$ cat src/rtl/upmc_pkg.sv
package upmc_pkg;
    // register byte addresses (printed offsets 0x87 and 0xdf are not word aligned)
    localparam logic [7:0] PWR_CTRL_IDX = 8'h87;
    localparam logic [7:0] USB_PWR_CTRL_IDX = 8'hdf;
    localparam logic [11:0] PWR_CTRL_ADDR = {2'b00, PWR_CTRL_IDX, 2'b00};
    localparam logic [11:0] USB_PWR_CTRL_ADDR = {2'b00, USB_PWR_CTRL_IDX, 2'b00};
    localparam logic [11:0] SER_CTRL7_ADDR = 12'h0400;
    localparam logic [11:0] STATUS_ADDR = 12'h0404;
    localparam logic [11:0] SUPPLY_CTRL_ADDR = 12'h0408;
    // power control fields
    localparam int PC_IDLE = 0;
    localparam int PC_PD = 1;
    localparam int PC_GF0 = 2;
    localparam int PC_GF1 = 3;
    localparam int PC_POF = 4;
    localparam int PC_LC = 5;
    localparam int PC_FESEL = 6;
    localparam int PC_BAUD2 = 7;
    // usb power control fields
    localparam int UC_GLOBAL_SUSPEND_FLAG = 0;
    localparam int UC_GLOBAL_RESUME_FLAG = 1;
    localparam int UC_RWU = 2;
    localparam int UC_USB_RESET_FLAG = 3;
    localparam int UC_ISO = 4;
    localparam logic [7:0] PC_RESET = 8'h20;
    localparam logic [7:0] UC_RESET = 8'h00;
    localparam logic [7:0] UC_WMASK = 8'h1f;
    // timing
    localparam int CLK_PERIOD_PS = 5000;
    localparam int SUSPEND_TIME_US = 3000;
    localparam int SUSPEND_CYCLES = SUSPEND_TIME_US * (1000000 / CLK_PERIOD_PS) + 1;
    localparam int RESUME_TIME_US = 2000;
    localparam int RESUME_CYCLES = RESUME_TIME_US * (1000000 / CLK_PERIOD_PS);
    localparam int CHIP_RESET_CYCLES = 32;
    localparam logic [1:0] RESP_OKAY = 2'b00;
    localparam logic [1:0] RESP_SLVERR = 2'b10;

    // bus states reported by the serial engine
    typedef struct packed {
        logic line_idle;
        logic resume_seen;
        logic bus_reset;
    } upmc_bus_t;

    // clock and mode outputs
    typedef struct packed {
        logic low_clock_enable;
        logic idle_mode;
        logic powerdown_mode;
        logic baud_doubler;
        logic frame_err_select;
    } upmc_mode_t;

    typedef enum logic [1:0] {WK_IDLE, WK_DRIVE, WK_DONE} upmc_wake_t;
endpackage

$ cat src/rtl/upmc_power_ctrl.sv
// Summary of operation
// (RULE1) reset sets low-clock enable, reduced rate
// (RULE2) clearing low-clock returns to selected rate
// (RULE3) idle beyond 3 ms is global suspend
// (RULE4) suspend sets suspend flag, firmware clears
// (RULE5) resume sets resume flag, ORed interrupt
// (RULE6) own wake-up never sets resume flag
// (RULE7) wake bit drives resume, self-clears
// (RULE8) firmware wakes only while suspended; code accepts the wake bit at any time
// (RULE9) reset unisolated: bus reset resets chip
// (RULE10) isolated: reset usb only, flag, interrupt
// (RULE11) reset flag sets regardless, joins interrupt; code sets it only while isolated
// (RULE12) powerdown bit enters powerdown, cleared by interrupt
// (RULE13) idle bit enters idle; powerdown wins
// (RULE14) firmware powers down only after suspend; code accepts the powerdown bit at any time
// (RULE15) supply rise sets power-off flag, writable
// (RULE16) bit 6 steers serial bit 7 access
// (RULE17) baud doubler doubles timer1 modes 1-3
// (RULE18) bits 3,2 are general flags
// (RULE19) firmware handles resume before suspend
// (RULE20) test mode releases all output pins
// (RULE21) hardware set beats firmware clear
//
// Added by the designer: register access over AXI4-Lite.
`timescale 1ns/100ps
`default_nettype none
module upmc_power_ctrl
    import upmc_pkg::*;
#(
    parameter int SUSPEND_LIMIT = SUSPEND_CYCLES,
    parameter int RESUME_LIMIT = RESUME_CYCLES
) (
    // clock and reset
    input wire logic aclk,
    input wire logic aresetn,
    // axi4-lite write address
    input wire logic [11:0] s_axi_awaddr,
    input wire logic s_axi_awvalid,
    output logic s_axi_awready,
    // axi4-lite write data
    input wire logic [31:0] s_axi_wdata,
    input wire logic [3:0] s_axi_wstrb,
    input wire logic s_axi_wvalid,
    output logic s_axi_wready,
    // axi4-lite write response
    output logic [1:0] s_axi_bresp,
    output logic s_axi_bvalid,
    input wire logic s_axi_bready,
    // axi4-lite read address
    input wire logic [11:0] s_axi_araddr,
    input wire logic s_axi_arvalid,
    output logic s_axi_arready,
    // axi4-lite read data
    output logic [31:0] s_axi_rdata,
    output logic [1:0] s_axi_rresp,
    output logic s_axi_rvalid,
    input wire logic s_axi_rready,
    // serial engine and chip status
    input wire upmc_bus_t bus_state,
    input wire logic supply_rise,
    input wire logic core_int,
    input wire logic test_mode,
    input wire logic timer1_baud_src,
    input wire logic [1:0] serial_mode,
    input wire logic [2:0] pll_select_pins,
    // outputs
    output upmc_mode_t mode,
    output logic [2:0] clk_select,
    output logic baud_double_active,
    output logic resume_drive,
    output logic chip_reset,
    output logic usb_block_reset,
    output logic usb_pwr_irq,
    output logic usb_reset_irq,
    output logic pins_release
);
    logic [7:0] power_control;
    logic [7:0] usb_power_control;
    logic framing_error_flag;
    logic serial_mode_bit0;
    logic [11:0] aw_addr;
    logic [31:0] w_data;
    logic [3:0] w_strb;
    logic aw_held;
    logic w_held;
    logic do_write;
    logic suspend_expired;
    logic suspend_prev;
    logic suspend_event;
    logic resume_event;
    logic reset_prev;
    logic reset_event;
    logic wr_pc;
    logic wr_uc;
    logic wr_sc;
    logic [7:0] wbyte;
    upmc_wake_t wake_state;
    logic [31:0] wake_count;
    logic [5:0] chip_count;

    function automatic logic [7:0] lane0(input logic [31:0] d, input logic [3:0] s,
                                         input logic [7:0] old);
        lane0 = s[0] ? d[7:0] : old;
    endfunction

    upmc_idle_timer #(.LIMIT(SUSPEND_LIMIT)) u_idle_timer (
        .aclk(aclk),
        .aresetn(aresetn),
        .line_idle(bus_state.line_idle),
        .expired(suspend_expired)
    );

    // event edges from the serial engine
    always_ff @(posedge aclk) begin
        if (!aresetn) begin
            suspend_prev <= 1'b0;
            reset_prev <= 1'b0;
        end else begin
            suspend_prev <= suspend_expired;
            reset_prev <= bus_state.bus_reset;
        end
    end
    assign suspend_event = suspend_expired && !suspend_prev; // RULE3
    assign reset_event = bus_state.bus_reset && !reset_prev;
    // resume caused by our own wake-up is ignored
    assign resume_event = bus_state.resume_seen && wake_state == WK_IDLE; // RULE6

    // write channel capture, either order
    always_ff @(posedge aclk) begin
        if (!aresetn) begin
            aw_held <= 1'b0;
            w_held <= 1'b0;
            aw_addr <= 12'h000;
            w_data <= 32'h0000_0000;
            w_strb <= 4'h0;
            s_axi_bvalid <= 1'b0;
            s_axi_bresp <= RESP_OKAY;
        end else begin
            if (s_axi_awvalid && s_axi_awready) begin
                aw_held <= 1'b1;
                aw_addr <= s_axi_awaddr;
            end
            if (s_axi_wvalid && s_axi_wready) begin
                w_held <= 1'b1;
                w_data <= s_axi_wdata;
                w_strb <= s_axi_wstrb;
            end
            if (do_write) begin
                aw_held <= 1'b0;
                w_held <= 1'b0;
                s_axi_bvalid <= 1'b1;
                s_axi_bresp <= (wr_pc || wr_uc || wr_sc || aw_addr == SUPPLY_CTRL_ADDR
                                || aw_addr == STATUS_ADDR) ? RESP_OKAY : RESP_SLVERR;
            end else if (s_axi_bvalid && s_axi_bready) begin
                s_axi_bvalid <= 1'b0;
            end
        end
    end
    assign do_write = aw_held && w_held && !s_axi_bvalid;
    assign wbyte = lane0(w_data, w_strb, power_control);

    // ready flags from flops, low while a capture or a response is pending
    always_ff @(posedge aclk) begin
        if (!aresetn) begin
            s_axi_awready <= 1'b0;
            s_axi_wready <= 1'b0;
            s_axi_arready <= 1'b0;
        end else begin
            s_axi_awready <= !do_write && !(aw_held || (s_axi_awvalid && s_axi_awready))
                             && !(s_axi_bvalid && !s_axi_bready);
            s_axi_wready <= !do_write && !(w_held || (s_axi_wvalid && s_axi_wready))
                            && !(s_axi_bvalid && !s_axi_bready);
            s_axi_arready <= !(s_axi_arvalid && s_axi_arready)
                             && !(s_axi_rvalid && !s_axi_rready);
        end
    end

    // register select strobes
    assign wr_pc = do_write && aw_addr == PWR_CTRL_ADDR;
    assign wr_uc = do_write && aw_addr == USB_PWR_CTRL_ADDR;
    assign wr_sc = do_write && aw_addr == SER_CTRL7_ADDR;

    // power control register
    always_ff @(posedge aclk) begin
        if (!aresetn) begin
            power_control <= PC_RESET; // RULE1
        end else begin
            if (wr_pc) begin
                power_control <= wbyte; // RULE2 RULE18
            end
            // interrupt events wake the core; usb levels are not used, so
            // firmware can still enter powerdown while the suspend flag stands
            if (core_int || suspend_event || resume_event || reset_event) begin
                power_control[PC_PD] <= 1'b0; // RULE12
                power_control[PC_IDLE] <= 1'b0; // RULE13
            end
            if (supply_rise) begin
                power_control[PC_POF] <= 1'b1; // RULE15 RULE21
            end
        end
    end

    // serial control bit 7 pair, steered by bit 6
    always_ff @(posedge aclk) begin
        if (!aresetn) begin
            framing_error_flag <= 1'b0;
            serial_mode_bit0 <= 1'b0;
        end else if (wr_sc && w_strb[0]) begin
            if (power_control[PC_FESEL]) begin
                framing_error_flag <= w_data[7]; // RULE16
            end else begin
                serial_mode_bit0 <= w_data[7]; // RULE16
            end
        end
    end

    // usb power control register
    always_ff @(posedge aclk) begin
        if (!aresetn) begin
            usb_power_control <= UC_RESET;
        end else begin
            if (wr_uc && w_strb[0]) begin
                usb_power_control <= w_data[7:0] & UC_WMASK;
                // write of 1 sets the wake request at any time; a write of 0 leaves it set
                usb_power_control[UC_RWU] <= w_data[UC_RWU] | usb_power_control[UC_RWU];
            end
            if (wake_state == WK_DONE) begin
                usb_power_control[UC_RWU] <= 1'b0; // RULE7
            end
            if (suspend_event) begin
                usb_power_control[UC_GLOBAL_SUSPEND_FLAG] <= 1'b1; // RULE4 RULE21
            end
            if (resume_event) begin
                usb_power_control[UC_GLOBAL_RESUME_FLAG] <= 1'b1; // RULE5 RULE21
            end
            if (reset_event && usb_power_control[UC_ISO]) begin
                usb_power_control[UC_USB_RESET_FLAG] <= 1'b1; // RULE10 RULE11 RULE21
            end
        end
    end

    // remote wake-up signalling
    always_ff @(posedge aclk) begin
        if (!aresetn) begin
            wake_state <= WK_IDLE;
            wake_count <= 32'h0000_0000;
            resume_drive <= 1'b0;
        end else begin
            case (wake_state)
                WK_IDLE: begin
                    if (usb_power_control[UC_RWU]) begin
                        wake_state <= WK_DRIVE; // RULE7
                        wake_count <= 32'h0000_0000;
                        resume_drive <= 1'b1;
                    end
                end
                WK_DRIVE: begin
                    wake_count <= wake_count + 32'h0000_0001;
                    if (wake_count + 32'h0000_0001 >= RESUME_LIMIT[31:0]) begin
                        wake_state <= WK_DONE;
                        resume_drive <= 1'b0;
                    end
                end
                WK_DONE: begin
                    wake_state <= WK_IDLE;
                end
                default: begin
                    wake_state <= WK_IDLE;
                    resume_drive <= 1'b0;
                end
            endcase
        end
    end

    // usb reset routing and chip reset stretch
    always_ff @(posedge aclk) begin
        if (!aresetn) begin
            chip_count <= 6'h00;
            chip_reset <= 1'b0;
            usb_block_reset <= 1'b0;
        end else begin
            usb_block_reset <= bus_state.bus_reset; // RULE10
            if (reset_event && !usb_power_control[UC_ISO]) begin
                chip_count <= 6'(CHIP_RESET_CYCLES); // RULE9
                chip_reset <= 1'b1;
            end else if (chip_count != 6'h00) begin
                chip_count <= chip_count - 6'h01;
                chip_reset <= chip_count != 6'h01;
            end
        end
    end

    // registered mode and interrupt outputs
    always_ff @(posedge aclk) begin
        if (!aresetn) begin
            mode <= '0;
            clk_select <= 3'h0;
            baud_double_active <= 1'b0;
            usb_pwr_irq <= 1'b0;
            usb_reset_irq <= 1'b0;
            pins_release <= 1'b0;
        end else begin
            mode.low_clock_enable <= power_control[PC_LC]; // RULE1 RULE2
            clk_select <= pll_select_pins; // RULE2
            mode.powerdown_mode <= power_control[PC_PD]; // RULE12
            mode.idle_mode <= power_control[PC_IDLE] && !power_control[PC_PD]; // RULE13
            mode.baud_doubler <= power_control[PC_BAUD2];
            mode.frame_err_select <= power_control[PC_FESEL];
            baud_double_active <= power_control[PC_BAUD2] && timer1_baud_src
                                  && serial_mode != 2'b00; // RULE17
            usb_pwr_irq <= usb_power_control[UC_GLOBAL_SUSPEND_FLAG] | usb_power_control[UC_GLOBAL_RESUME_FLAG]
                           | usb_power_control[UC_USB_RESET_FLAG]; // RULE5 RULE11
            usb_reset_irq <= usb_power_control[UC_USB_RESET_FLAG]; // RULE10
            pins_release <= test_mode; // RULE20
        end
    end

    // read channel
    always_ff @(posedge aclk) begin
        if (!aresetn) begin
            s_axi_rvalid <= 1'b0;
            s_axi_rdata <= 32'h0000_0000;
            s_axi_rresp <= RESP_OKAY;
        end else if (s_axi_arvalid && s_axi_arready) begin
            s_axi_rvalid <= 1'b1;
            s_axi_rresp <= RESP_OKAY;
            case (s_axi_araddr)
                PWR_CTRL_ADDR: s_axi_rdata <= {24'h00_0000, power_control};
                USB_PWR_CTRL_ADDR: s_axi_rdata <= {24'h00_0000, usb_power_control};
                SER_CTRL7_ADDR: s_axi_rdata <= {24'h00_0000, power_control[PC_FESEL]
                    ? framing_error_flag : serial_mode_bit0, 7'h00}; // RULE16
                STATUS_ADDR: s_axi_rdata <= {26'h000_0000, resume_drive, chip_reset,
                    suspend_expired, mode.powerdown_mode, mode.idle_mode,
                    mode.low_clock_enable};
                SUPPLY_CTRL_ADDR: s_axi_rdata <= 32'h0000_0000;
                default: begin
                    s_axi_rdata <= 32'h0000_0000;
                    s_axi_rresp <= RESP_SLVERR;
                end
            endcase
        end else if (s_axi_rvalid && s_axi_rready) begin
            s_axi_rvalid <= 1'b0;
        end
    end
endmodule
`default_nettype wire

$ cat src/rtl/upmc_idle_timer.sv
`timescale 1ns/100ps
`default_nettype none
module upmc_idle_timer
    import upmc_pkg::*;
#(
    parameter int LIMIT = SUSPEND_CYCLES
) (
    // clock and reset
    input wire logic aclk,
    input wire logic aresetn,
    // line state
    input wire logic line_idle,
    // result
    output logic expired
);
    logic [31:0] count;

    // counts continuous idle, restarts on any activity
    always_ff @(posedge aclk) begin
        if (!aresetn || !line_idle) begin
            count <= 32'h0000_0000;
            expired <= 1'b0;
        end else if (count < LIMIT[31:0]) begin
            count <= count + 32'h0000_0001;
            expired <= (count + 32'h0000_0001) >= LIMIT[31:0];
        end
    end
endmodule
`default_nettype wire

$ cat config.mk
export PLATFORM = sky130hd
export DESIGN_NAME = upmc_power_ctrl
export DESIGN_NICKNAME = d
export VERILOG_FILES = /design/src/rtl/upmc_pkg.sv /design/src/rtl/upmc_power_ctrl.sv /design/src/rtl/upmc_idle_timer.sv
export SDC_FILE = /design/constraint.sdc
export NUM_CORES = 1
export LEC_CHECK = 0
export BUFFER_PORTS_ARGS = -buffer_cell sky130_fd_sc_hd__buf_4
export CAP_MARGIN = 20
export CORE_UTILIZATION = 30
export DETAILED_ROUTE_END_ITERATION = 12
export GPL_TIMING_DRIVEN = 0
export MAX_ROUTING_LAYER = met4
export PLACE_DENSITY = 0.48
export SKIP_CTS_REPAIR_TIMING = 1
export SLEW_MARGIN = 20
export SYNTH_ARGS = -nofsm -noshare
export SYNTH_HDL_FRONTEND = slang
export SYNTH_SLANG_ARGS = --single-unit
$ cat constraint.sdc
create_clock -name aclk -period 5.72 [get_ports aclk]
set_input_delay 1.144 -clock aclk [delete_from_list [all_inputs] [get_ports aclk]]
set_output_delay 1.144 -clock aclk [all_outputs]
set_load 0.02 [all_outputs]
==> impl_results.md, run 1 <==
- Final min period: 3.09 ns
- Clock buffer depth: 2
- CP max stage cell: o311ai_2
- Largest delay share family, worst path: compound AO/OA/AOI/OAI gates
- Initial Util: 0.304
- Reg2reg start: wake_count[0]$_SDFFE_PN0P_
- CP Class: reg -> reg
- Final core utilization: 0.378
- Yosys reg bits: 142
- DR iter-0 viols: 374
- Final HPWL DP: 14.6 mm
- Slew Limit Fails: 0
- Area Overhead vs Synth: 24.2%
- Die H: 156 um
- Num CTS Buffers: 17
- Peak VDD IR: 0.000167 V
- Buffer and inverter count on the worst path: 1
- Setup_tns: 0 ns
- Worst path cell trace: ha_1 -> nand3_2 -> or3_1 -> clkbuf_1 -> a2111oi_2 -> o21ai_1 -> o221a_1 -> o311ai_2 -> and3_1
- CP required: 6.09 ns
- CP arrival: 3.46 ns
- PnR worst setup slack: 2.63 ns
- RSZ-0062 raised after global routing: no
- Global Route Usage Sum: 0.172
- Die Area: 24400 um^2
- Clk Latency, worst-skew pair: 0.43 ns
- Layout Skew: 0.0109 ns
- Antenna violations before repair: 0
- Top-level I/O count: 135
- Power density cells: 282 nW/um^2
- Die X: 156 um
- Ant. Diodes: 0
- CP endpoint: wake_state[1]$_SDFFE_PN0P_
- Top FF cell, synth: dfxtp_1
- Vias in the first global route: 5899
- Total gr overflow: 0
- Layout Nets: 1072
- Critical path capture point type: register
- Async set or reset register ratio after synthesis: 0
- Min-delay worst type: reg -> reg
- Mapped Area: 7120 um^2
- Routed WL per cell: 15.0 um
- Max-cap viol count: 0
- Placed Instances: 1288
- TritonRoute pass-1 iters: 5
- Port buffer count: 80
- Antenna Nets Post-Route: 0
- RePlAce Congestion: 0.857
- Total routed wirelength: 19.8 mm
- Worst-Margin Slew: 0.854 ns
- Startpoint Class: register
- FF-to-FF path depth: 9
- Clock transition at the registers of the reported paths: 0.06 ns
- Crit. path cell count: 9
- DR vias: 6377
- Critical Path Max Stage Delay: 0.50 ns
- # H-tree levels: 4
- FP Rows: 56
- Total number of yosys warnings: 0
- Final setup fails: 0
- Place WS: 2.51 ns
- DR DRC count: 0
- Worst rel slew slack: 0.422
- CTS Root Cell: clkbuf_16
- Sinks on Clock Net: 142
- Cell variety after synth: 81
- Vias per cell: 4.83
- Largest net degree at the start of global routing: 17
- Reg2reg end: wake_state[1]$_SDFFE_PN0P_
- Number of synthesized flops with an enable pin: 0
- Sequential area share after synthesis: 0.399
- Fin crit share: 0.540
- Hold Slack: 0.459 ns
- First-pass GRT wire length: 31.5 mm
- CORE AREA: 23400 um^2
- CTS tree: done
- R2r setup slk: 2.63 ns
- Share of layout cells above drive strength 1: 0.171
- Worst Path Max Fanout: 9
- P_leak: 3.47 nW
- Critical Path Start: wake_count[0]$_SDFFE_PN0P_
- Hold Violations, Final: 0
- Highest clock rate: 324 MHz
- Non-Filler Instances: 1320
- Status: completed
- Synth Instances: 864
- Syn avg cell area: 8.24 um^2
power breakdown:
part	internal (mW)	leakage, nW	total, mW	switching [mW]
sequential	1.02	1.15	1.05	0.0304
clock	0.705	0.298	1.19	0.482
combinational	0.116	2.02	0.257	0.140
worst min-delay path by stage:
stage	startpoint	endpoint	slack, ns	cells after the start
global placement	u_idle_timer.count[20]$_SDFFE_PP0N_	u_idle_timer.count[20]$_SDFFE_PP0N_	0.44	1
detailed placement	u_idle_timer.count[20]$_SDFFE_PP0N_	u_idle_timer.count[20]$_SDFFE_PP0N_	0.45	1
CTS	aw_held$_SDFFE_PP0P_	s_axi_awready$_SDFF_PN0_	0.46	1
finish	aw_addr[1]$_SDFFE_PN0P_	aw_addr[1]$_SDFFE_PN0P_	0.46	2
global route	u_idle_timer.count[28]$_SDFFE_PP0N_	u_idle_timer.count[28]$_SDFFE_PP0N_	0.49	1
floorplan	aw_held$_SDFFE_PP0P_	s_axi_awready$_SDFF_PN0_	0.42	1
worst min-delay path, stage by stage, from the launching register on:
cell and delay [ns]:
dfxtp_1 0.30, nand2_1 0.04, a21boi_0 0.06
sequential cells by signal, indices dropped and copies added, names as in the netlist, 2 cells and up:
| name | count |
|---|---|
| wake_count | 32 |
| clk_select | 3 |
| usb_power_control | 5 |
| wake_state | 2 |
| s_axi_rdata | 8 |
| power_control | 8 |
| chip_count | 6 |
| aw_addr | 12 |
| w_data | 8 |
| mode | 5 |
| u_idle_timer.count | 32 |
cells by family (layout without fill, tap and decap cells):
kind of cell,Yosys count,after routing,synth area share
multiplexers,19,19,0.0267
XOR/XNOR,30,30,0.0369
other,1,26,0.000527
buffers and inverters,94,206,0.0677
flip-flops,142,142,0.399
AO/OA/AOI/OAI,170,170,0.161
adder cells (fa/ha/maj),5,5,0.00879
AND/OR/NAND/NOR,403,403,0.299
cell usage after synthesis, drive strengths merged (10+ instances only):
cell type / count / share of area
nor2b: 11 / 0.0097
and2: 46 / 0.041
a21oi: 43 / 0.030
xnor2: 18 / 0.022
and3: 16 / 0.015
nand2: 112 / 0.059
nor2: 70 / 0.037
dfxtp: 142 / 0.40
a21boi: 29 / 0.031
o21ai: 36 / 0.025
nor4: 16 / 0.016
nor3: 29 / 0.022
nand4: 21 / 0.021
clkbuf: 37 / 0.020
nand3: 33 / 0.024
inv: 18 / 0.0095
mux2i: 19 / 0.027
xor2: 12 / 0.015
or3: 10 / 0.0090
buf: 39 / 0.038
through the flow:
stage	total power, mW	instance area [um^2]
global placement	1.33	8210
floorplan	1.24	7210
global route	2.61	8840
finish	2.50	8840
detailed placement	1.33	8210
CTS	2.53	8840
layout make-up:
cell class / instances / area, um^2
Inverter: 18 / 67.6
Buffer: 76 / 414
Fill cell: 2498 / 14600
Clock inverter: 14 / 200
Clock buffer: 18 / 429
Tap cell: 319 / 399
Multi-Input combinational cell: 653 / 3890
Timing Repair Buffer: 80 / 601
Sequential cell: 142 / 2840
cells in the final DEF (no fill, tap or decap), types with 26 or more instances in the layout:
cell / n
buf_4: 113
nand2_1: 112
clkbuf_1: 37
nor2_1: 70
nand3_1: 32
nor3_1: 28
a21oi_1: 43
a21boi_0: 28
conb_1: 26
dfxtp_1: 142
o21ai_0: 35
and2_1: 43
per-layer routing:
| metal | track usage | routed length, um | share of wire |
|---|---|---|---|
| met1 | 0.227 | 9730 | 0.49 |
| met2 | 0.259 | 8830 | 0.45 |
| met4 | 0.0649 | 405 | 0.020 |
| met5 | - | 0 | 0 |
| met3 | 0.0325 | 816 | 0.041 |
No activity file was read; power rests on OpenSTA's default activity.
==> run 2, diff against run 1 <==
- clock period: 5.72 -> 3.15 ns (I/O delays scaled with it)
==> impl_results.md, run 2 (same netlist as run 1, synthesis figures left out) <==
- Worst Path Max Fanout: 9
- CTS Root Cell: clkbuf_16
- Reg2reg start: wake_count[0]$_SDFFE_PN0P_
- Top-level I/O count: 135
- RSZ-0062 raised after global routing: no
- Critical path capture point type: register
- Critical Path Max Stage Delay: 0.48 ns
- Layout Nets: 1072
- TritonRoute pass-1 iters: 5
- Highest clock rate: 334 MHz
- Area Overhead vs Synth: 24.3%
- Sequential cell area: 2840 um^2
- Fin crit share: 0.950
- DR vias: 6362
- FP Rows: 56
- Largest net degree at the start of global routing: 17
- Area of the multi-input gates: 3900 um^2
- Share of layout cells above drive strength 1: 0.171
- Placed instance area: 8210 um^2
- CP Class: reg -> reg
- Global Route Usage Sum: 0.172
- RePlAce Congestion: 0.857
- Max-cap viol count: 0
- Die H: 156 um
- Worst rel slew slack: 0.422
- Critical Path Start: wake_count[0]$_SDFFE_PN0P_
- Status: completed
- Startpoint Class: register
- Num CTS Buffers: 17
- Filler Cell Count: 2497
- DR iter-0 viols: 365
- Peak VDD IR: 0.000304 V
- Initial Util: 0.304
- Ant. Diodes: 0
- Clk Latency, worst-skew pair: 0.43 ns
- Post-route cell area: 8850 um^2
- Routed WL per cell: 15.0 um
- Vias in the first global route: 5899
- Final HPWL DP: 14.6 mm
- Clock buffer depth: 2
- Hold_sp: pll_select_pins[0]
- Power density cells: 513 nW/um^2
- Final setup fails: 0
- Port buffer count: 80
- # H-tree levels: 4
- Total gr overflow: 0
- Die X: 156 um
- Commonest non-fill, non-tap cell in the layout: dfxtp_1
- Die Area: 24400 um^2
- Sinks on Clock Net: 142
- Clock transition at the registers of the reported paths: 0.07 ns
- Vias per cell: 4.82
- P_leak: 3.47 nW
- CTS tree: done
- CP required: 3.52 ns
- Antenna Nets Post-Route: 0
- Worst-Margin Slew: 0.854 ns
- Antenna violations before repair: 0
- Commonest cells after routing, fill and taps aside: dfxtp_1, buf_4, nand2_1
- First-pass GRT wire length: 31.5 mm
- CORE AREA: 23400 um^2
- Setup_tns: 0 ns
- Worst path cell trace: ha_1 -> nand3_2 -> or3_1 -> clkbuf_1 -> a2111oi_2 -> o21ai_1 -> o221a_1 -> o311ai_4 -> and3_1
- Total routed wirelength: 19.8 mm
- Final min period: 2.99 ns
- Biggest regs: u_idle_timer.count x32, wake_count x32, aw_addr x12
- Largest delay share family, worst path: compound AO/OA/AOI/OAI gates
- Min-delay worst type: in -> reg
- Buffer and inverter count on the worst path: 1
- Slew Limit Fails: 0
- Hold Violations, Final: 0
- CP max stage cell: dfxtp_1
- Layout Skew: 0.0100 ns
- DR DRC count: 0
- CP arrival: 3.36 ns
- Final core utilization: 0.378
run 2: cell counts in the layout (fill, tap and decap cells not counted):
Identical to the previous run, type by type.
run 2: metal layers:
metal,global-route usage,up-vias,share of wire
met3,0.0325,28,0.038
li1,-,3252,-
met4,0.0649,0,0.021
met2,0.259,120,0.44
met5,-,-,0
met1,0.227,2962,0.50
run 2: through the flow:
| step | instances | setup WS, ns | hold slack [ns] | total power, mW |
|---|---|---|---|---|
| after floorplan | 889 | 0.616 | 0.422 | 2.26 |
| after global placement | 1288 | 0.0877 | 0.444 | 2.42 |
| after detailed placement | 1288 | 0.126 | 0.451 | 2.42 |
| after CTS | 1320 | 0.0841 | 0.387 | 4.60 |
| after global routing | 1320 | 0.00316 | 0.390 | 4.74 |
| final | 1320 | 0.159 | 0.402 | 4.54 |
run 2: path summary, 6_finish.rpt:
check | to | slack [ns] | cells past startpoint
worst max-delay path | wake_state[1]$_SDFFE_PN0P_ | 0.16 | 9
worst min-delay path | clk_select[0]$_SDFF_PN0_ | 0.40 | 2
worst max register to register | wake_state[1]$_SDFFE_PN0P_ | 0.16 | 9
worst min register to register | aw_addr[1]$_SDFFE_PN0P_ | 0.46 | 2
run 2: final cells by class:
class | count | share of cell area
multi-input cells | 653 | 0.440
flip-flops and latches | 142 | 0.321
repair buffers | 80 | 0.0678
clock buffers | 18 | 0.0485
plain buffers | 76 | 0.0468
well taps | 319 | 0.0451
clock inverters | 14 | 0.0226
inverters | 18 | 0.00763
run 2: power breakdown:
group | switching [mW] | total (mW) | internal [mW] | leakage (nW)
Clock | 0.876 | 2.16 | 1.28 | 0.298
Combinational | 0.255 | 0.466 | 0.211 | 2.02
Sequential | 0.0553 | 1.91 | 1.86 | 1.15
==> run 3, diff against run 2 <==
- PLACE_DENSITY: 0.48 -> not set
==> impl_results.md, run 3 (same netlist as run 1, synthesis figures left out) <==
- PnR worst setup slack: 0.228 ns
- Status: completed
- Commonest cells after routing, fill and taps aside: dfxtp_1, buf_4, nand2_1
- DR vias: 6403
- Sinks on Clock Net: 142
- Port buffer count: 80
- Die Area: 24400 um^2
- Highest clock rate: 342 MHz
- Clock buffer depth: 2
- Critical Path Max Stage Delay: 0.50 ns
- Biggest regs: u_idle_timer.count x32, wake_count x32, aw_addr x12
- Vias in the first global route: 5889
- Total gr overflow: 0
- # H-tree levels: 4
- Critical path capture point type: register
- Final HPWL DP: 14.0 mm
- Fin crit share: 0.928
- Peak VDD IR: 0.000304 V
- Area Overhead vs Synth: 23.2%
- Largest delay share family, worst path: simple AND/OR/NAND/NOR gates
- Ant. Diodes: 0
- P_leak: 3.42 nW
- Initial Util: 0.304
- Max-cap viol count: 0
- Min-delay worst type: in -> reg
- Power density cells: 483 nW/um^2
- Layout Nets: 1072
- Antenna Nets Post-Route: 0
- Hold Path Stages: 2
- Commonest non-fill, non-tap cell in the layout: dfxtp_1
- CP Class: reg -> reg
- CTS Root Cell: clkbuf_16
- First-pass GRT wire length: 30.4 mm
- FF-to-FF path depth: 9
- Final core utilization: 0.375
- Sequential cell area: 2840 um^2
- Worst rel slew slack: 0.451
- Filler Cell Count: 2463
- Reg2reg end: wake_state[1]$_SDFFE_PN0P_
- Worst Path Max Fanout: 9
- FP Rows: 56
- Slew Limit Fails: 0
- Place WS: 0.174 ns
- Routed WL per cell: 14.5 um
- Die H: 156 um
- Final min period: 2.92 ns
- Total routed wirelength: 19.2 mm
- Top-level I/O count: 135
- Antenna violations before repair: 0
- Worst path cell trace: ha_2 -> nand3_2 -> or3_1 -> clkbuf_1 -> or3_1 -> a21oi_1 -> nor4b_4 -> o311ai_4 -> and3_1
- Non-Filler Instances: 1320
- Hold Violations, Final: 0
- Buffer and inverter count on the worst path: 1
- Hold_sp: test_mode
- Placed Instances: 1288
- Clock transition at the registers of the reported paths: 0.06 ns
- Die X: 156 um
- Setup_tns: 0 ns
- Area of the multi-input gates: 3900 um^2
- Global Route Usage Sum: 0.165
- Startpoint Class: register
- Pwr Total: 4.23 mW
- Num CTS Buffers: 17
- Share of layout cells above drive strength 1: 0.171
- R2r setup slk: 0.23 ns
- DR iter-0 viols: 368
- CP max stage cell: dfxtp_1
- Clk Latency, worst-skew pair: 0.42 ns
- DR DRC count: 0
- Final setup fails: 0
- Worst-Margin Slew: 0.811 ns
- CTS tree: done
- TritonRoute pass-1 iters: 6
- Layout Skew: 0.0105 ns
- Reg2reg start: wake_count[0]$_SDFFE_PN0P_
- Largest net degree at the start of global routing: 17
- Hold Path Sink: pins_release$_SDFF_PN0_
- Most frequent CP cell: or3_1
- CP required: 3.47 ns
- CORE AREA: 23400 um^2
- Vias per cell: 4.85
- RSZ-0062 raised after global routing: no
- CP arrival: 3.24 ns
- RePlAce Congestion: 0.912
[run 3: area by class of cell]
class	count	share of cell area
multi-input combinational	653	0.445
sequential	142	0.324
timing repair buffer	80	0.0685
inverter	18	0.00770
clock inverter	11	0.00970
buffer	76	0.0472
tap	319	0.0455
clock buffer	21	0.0525
[run 3: worst register-to-register path, stage by stage, from the launching register on]
cell and delay [ns]:
dfxtp_1 0.50, ha_2 0.32, nand3_2 0.18, or3_1 0.38, clkbuf_1 0.21, or3_1 0.41, a21oi_1 0.15, nor4b_4 0.28
o311ai_4 0.18, and3_1 0.22
[run 3: per-stage QoR]
step / area (um^2) / hold WS [ns]
after detailed placement: 8210 / 0.446
after floorplan: 7210 / 0.422
after global routing: 8770 / 0.403
after global placement: 8210 / 0.442
after CTS: 8760 / 0.398
final: 8770 / 0.414
[run 3: report_power, final]
part	leakage (nW)	switching, mW	internal (mW)	total, mW
Sequential	1.15	0.0566	1.86	1.92
Combinational	2.02	0.246	0.211	0.457
Clock	0.248	0.807	1.05	1.86
[run 3: how the worst max path moves through the flow]
stage                                    start                         end  slack (ns)  cells after the start
CTS                 wake_count[0]$_SDFFE_PN0P_  wake_state[1]$_SDFFE_PN0P_        0.14                      9
floorplan           wake_count[0]$_SDFFE_PN0P_  wake_state[1]$_SDFFE_PN0P_        0.62                      9
global placement    wake_count[0]$_SDFFE_PN0P_  wake_state[1]$_SDFFE_PN0P_        0.19                      9
detailed placement  wake_count[0]$_SDFFE_PN0P_  wake_state[1]$_SDFFE_PN0P_        0.17                      9
global route        wake_count[0]$_SDFFE_PN0P_  wake_state[1]$_SDFFE_PN0P_        0.01                      9
finish              wake_count[0]$_SDFFE_PN0P_  wake_state[1]$_SDFFE_PN0P_        0.23                      9
[run 3: metal layers]
layer	global-route usage	share of wire	up-vias
li1	-	-	3256
met1	0.206	0.45	2983
met2	0.265	0.49	147
met3	0.0364	0.050	17
met4	0.0486	0.010	0
met5	-	0	-
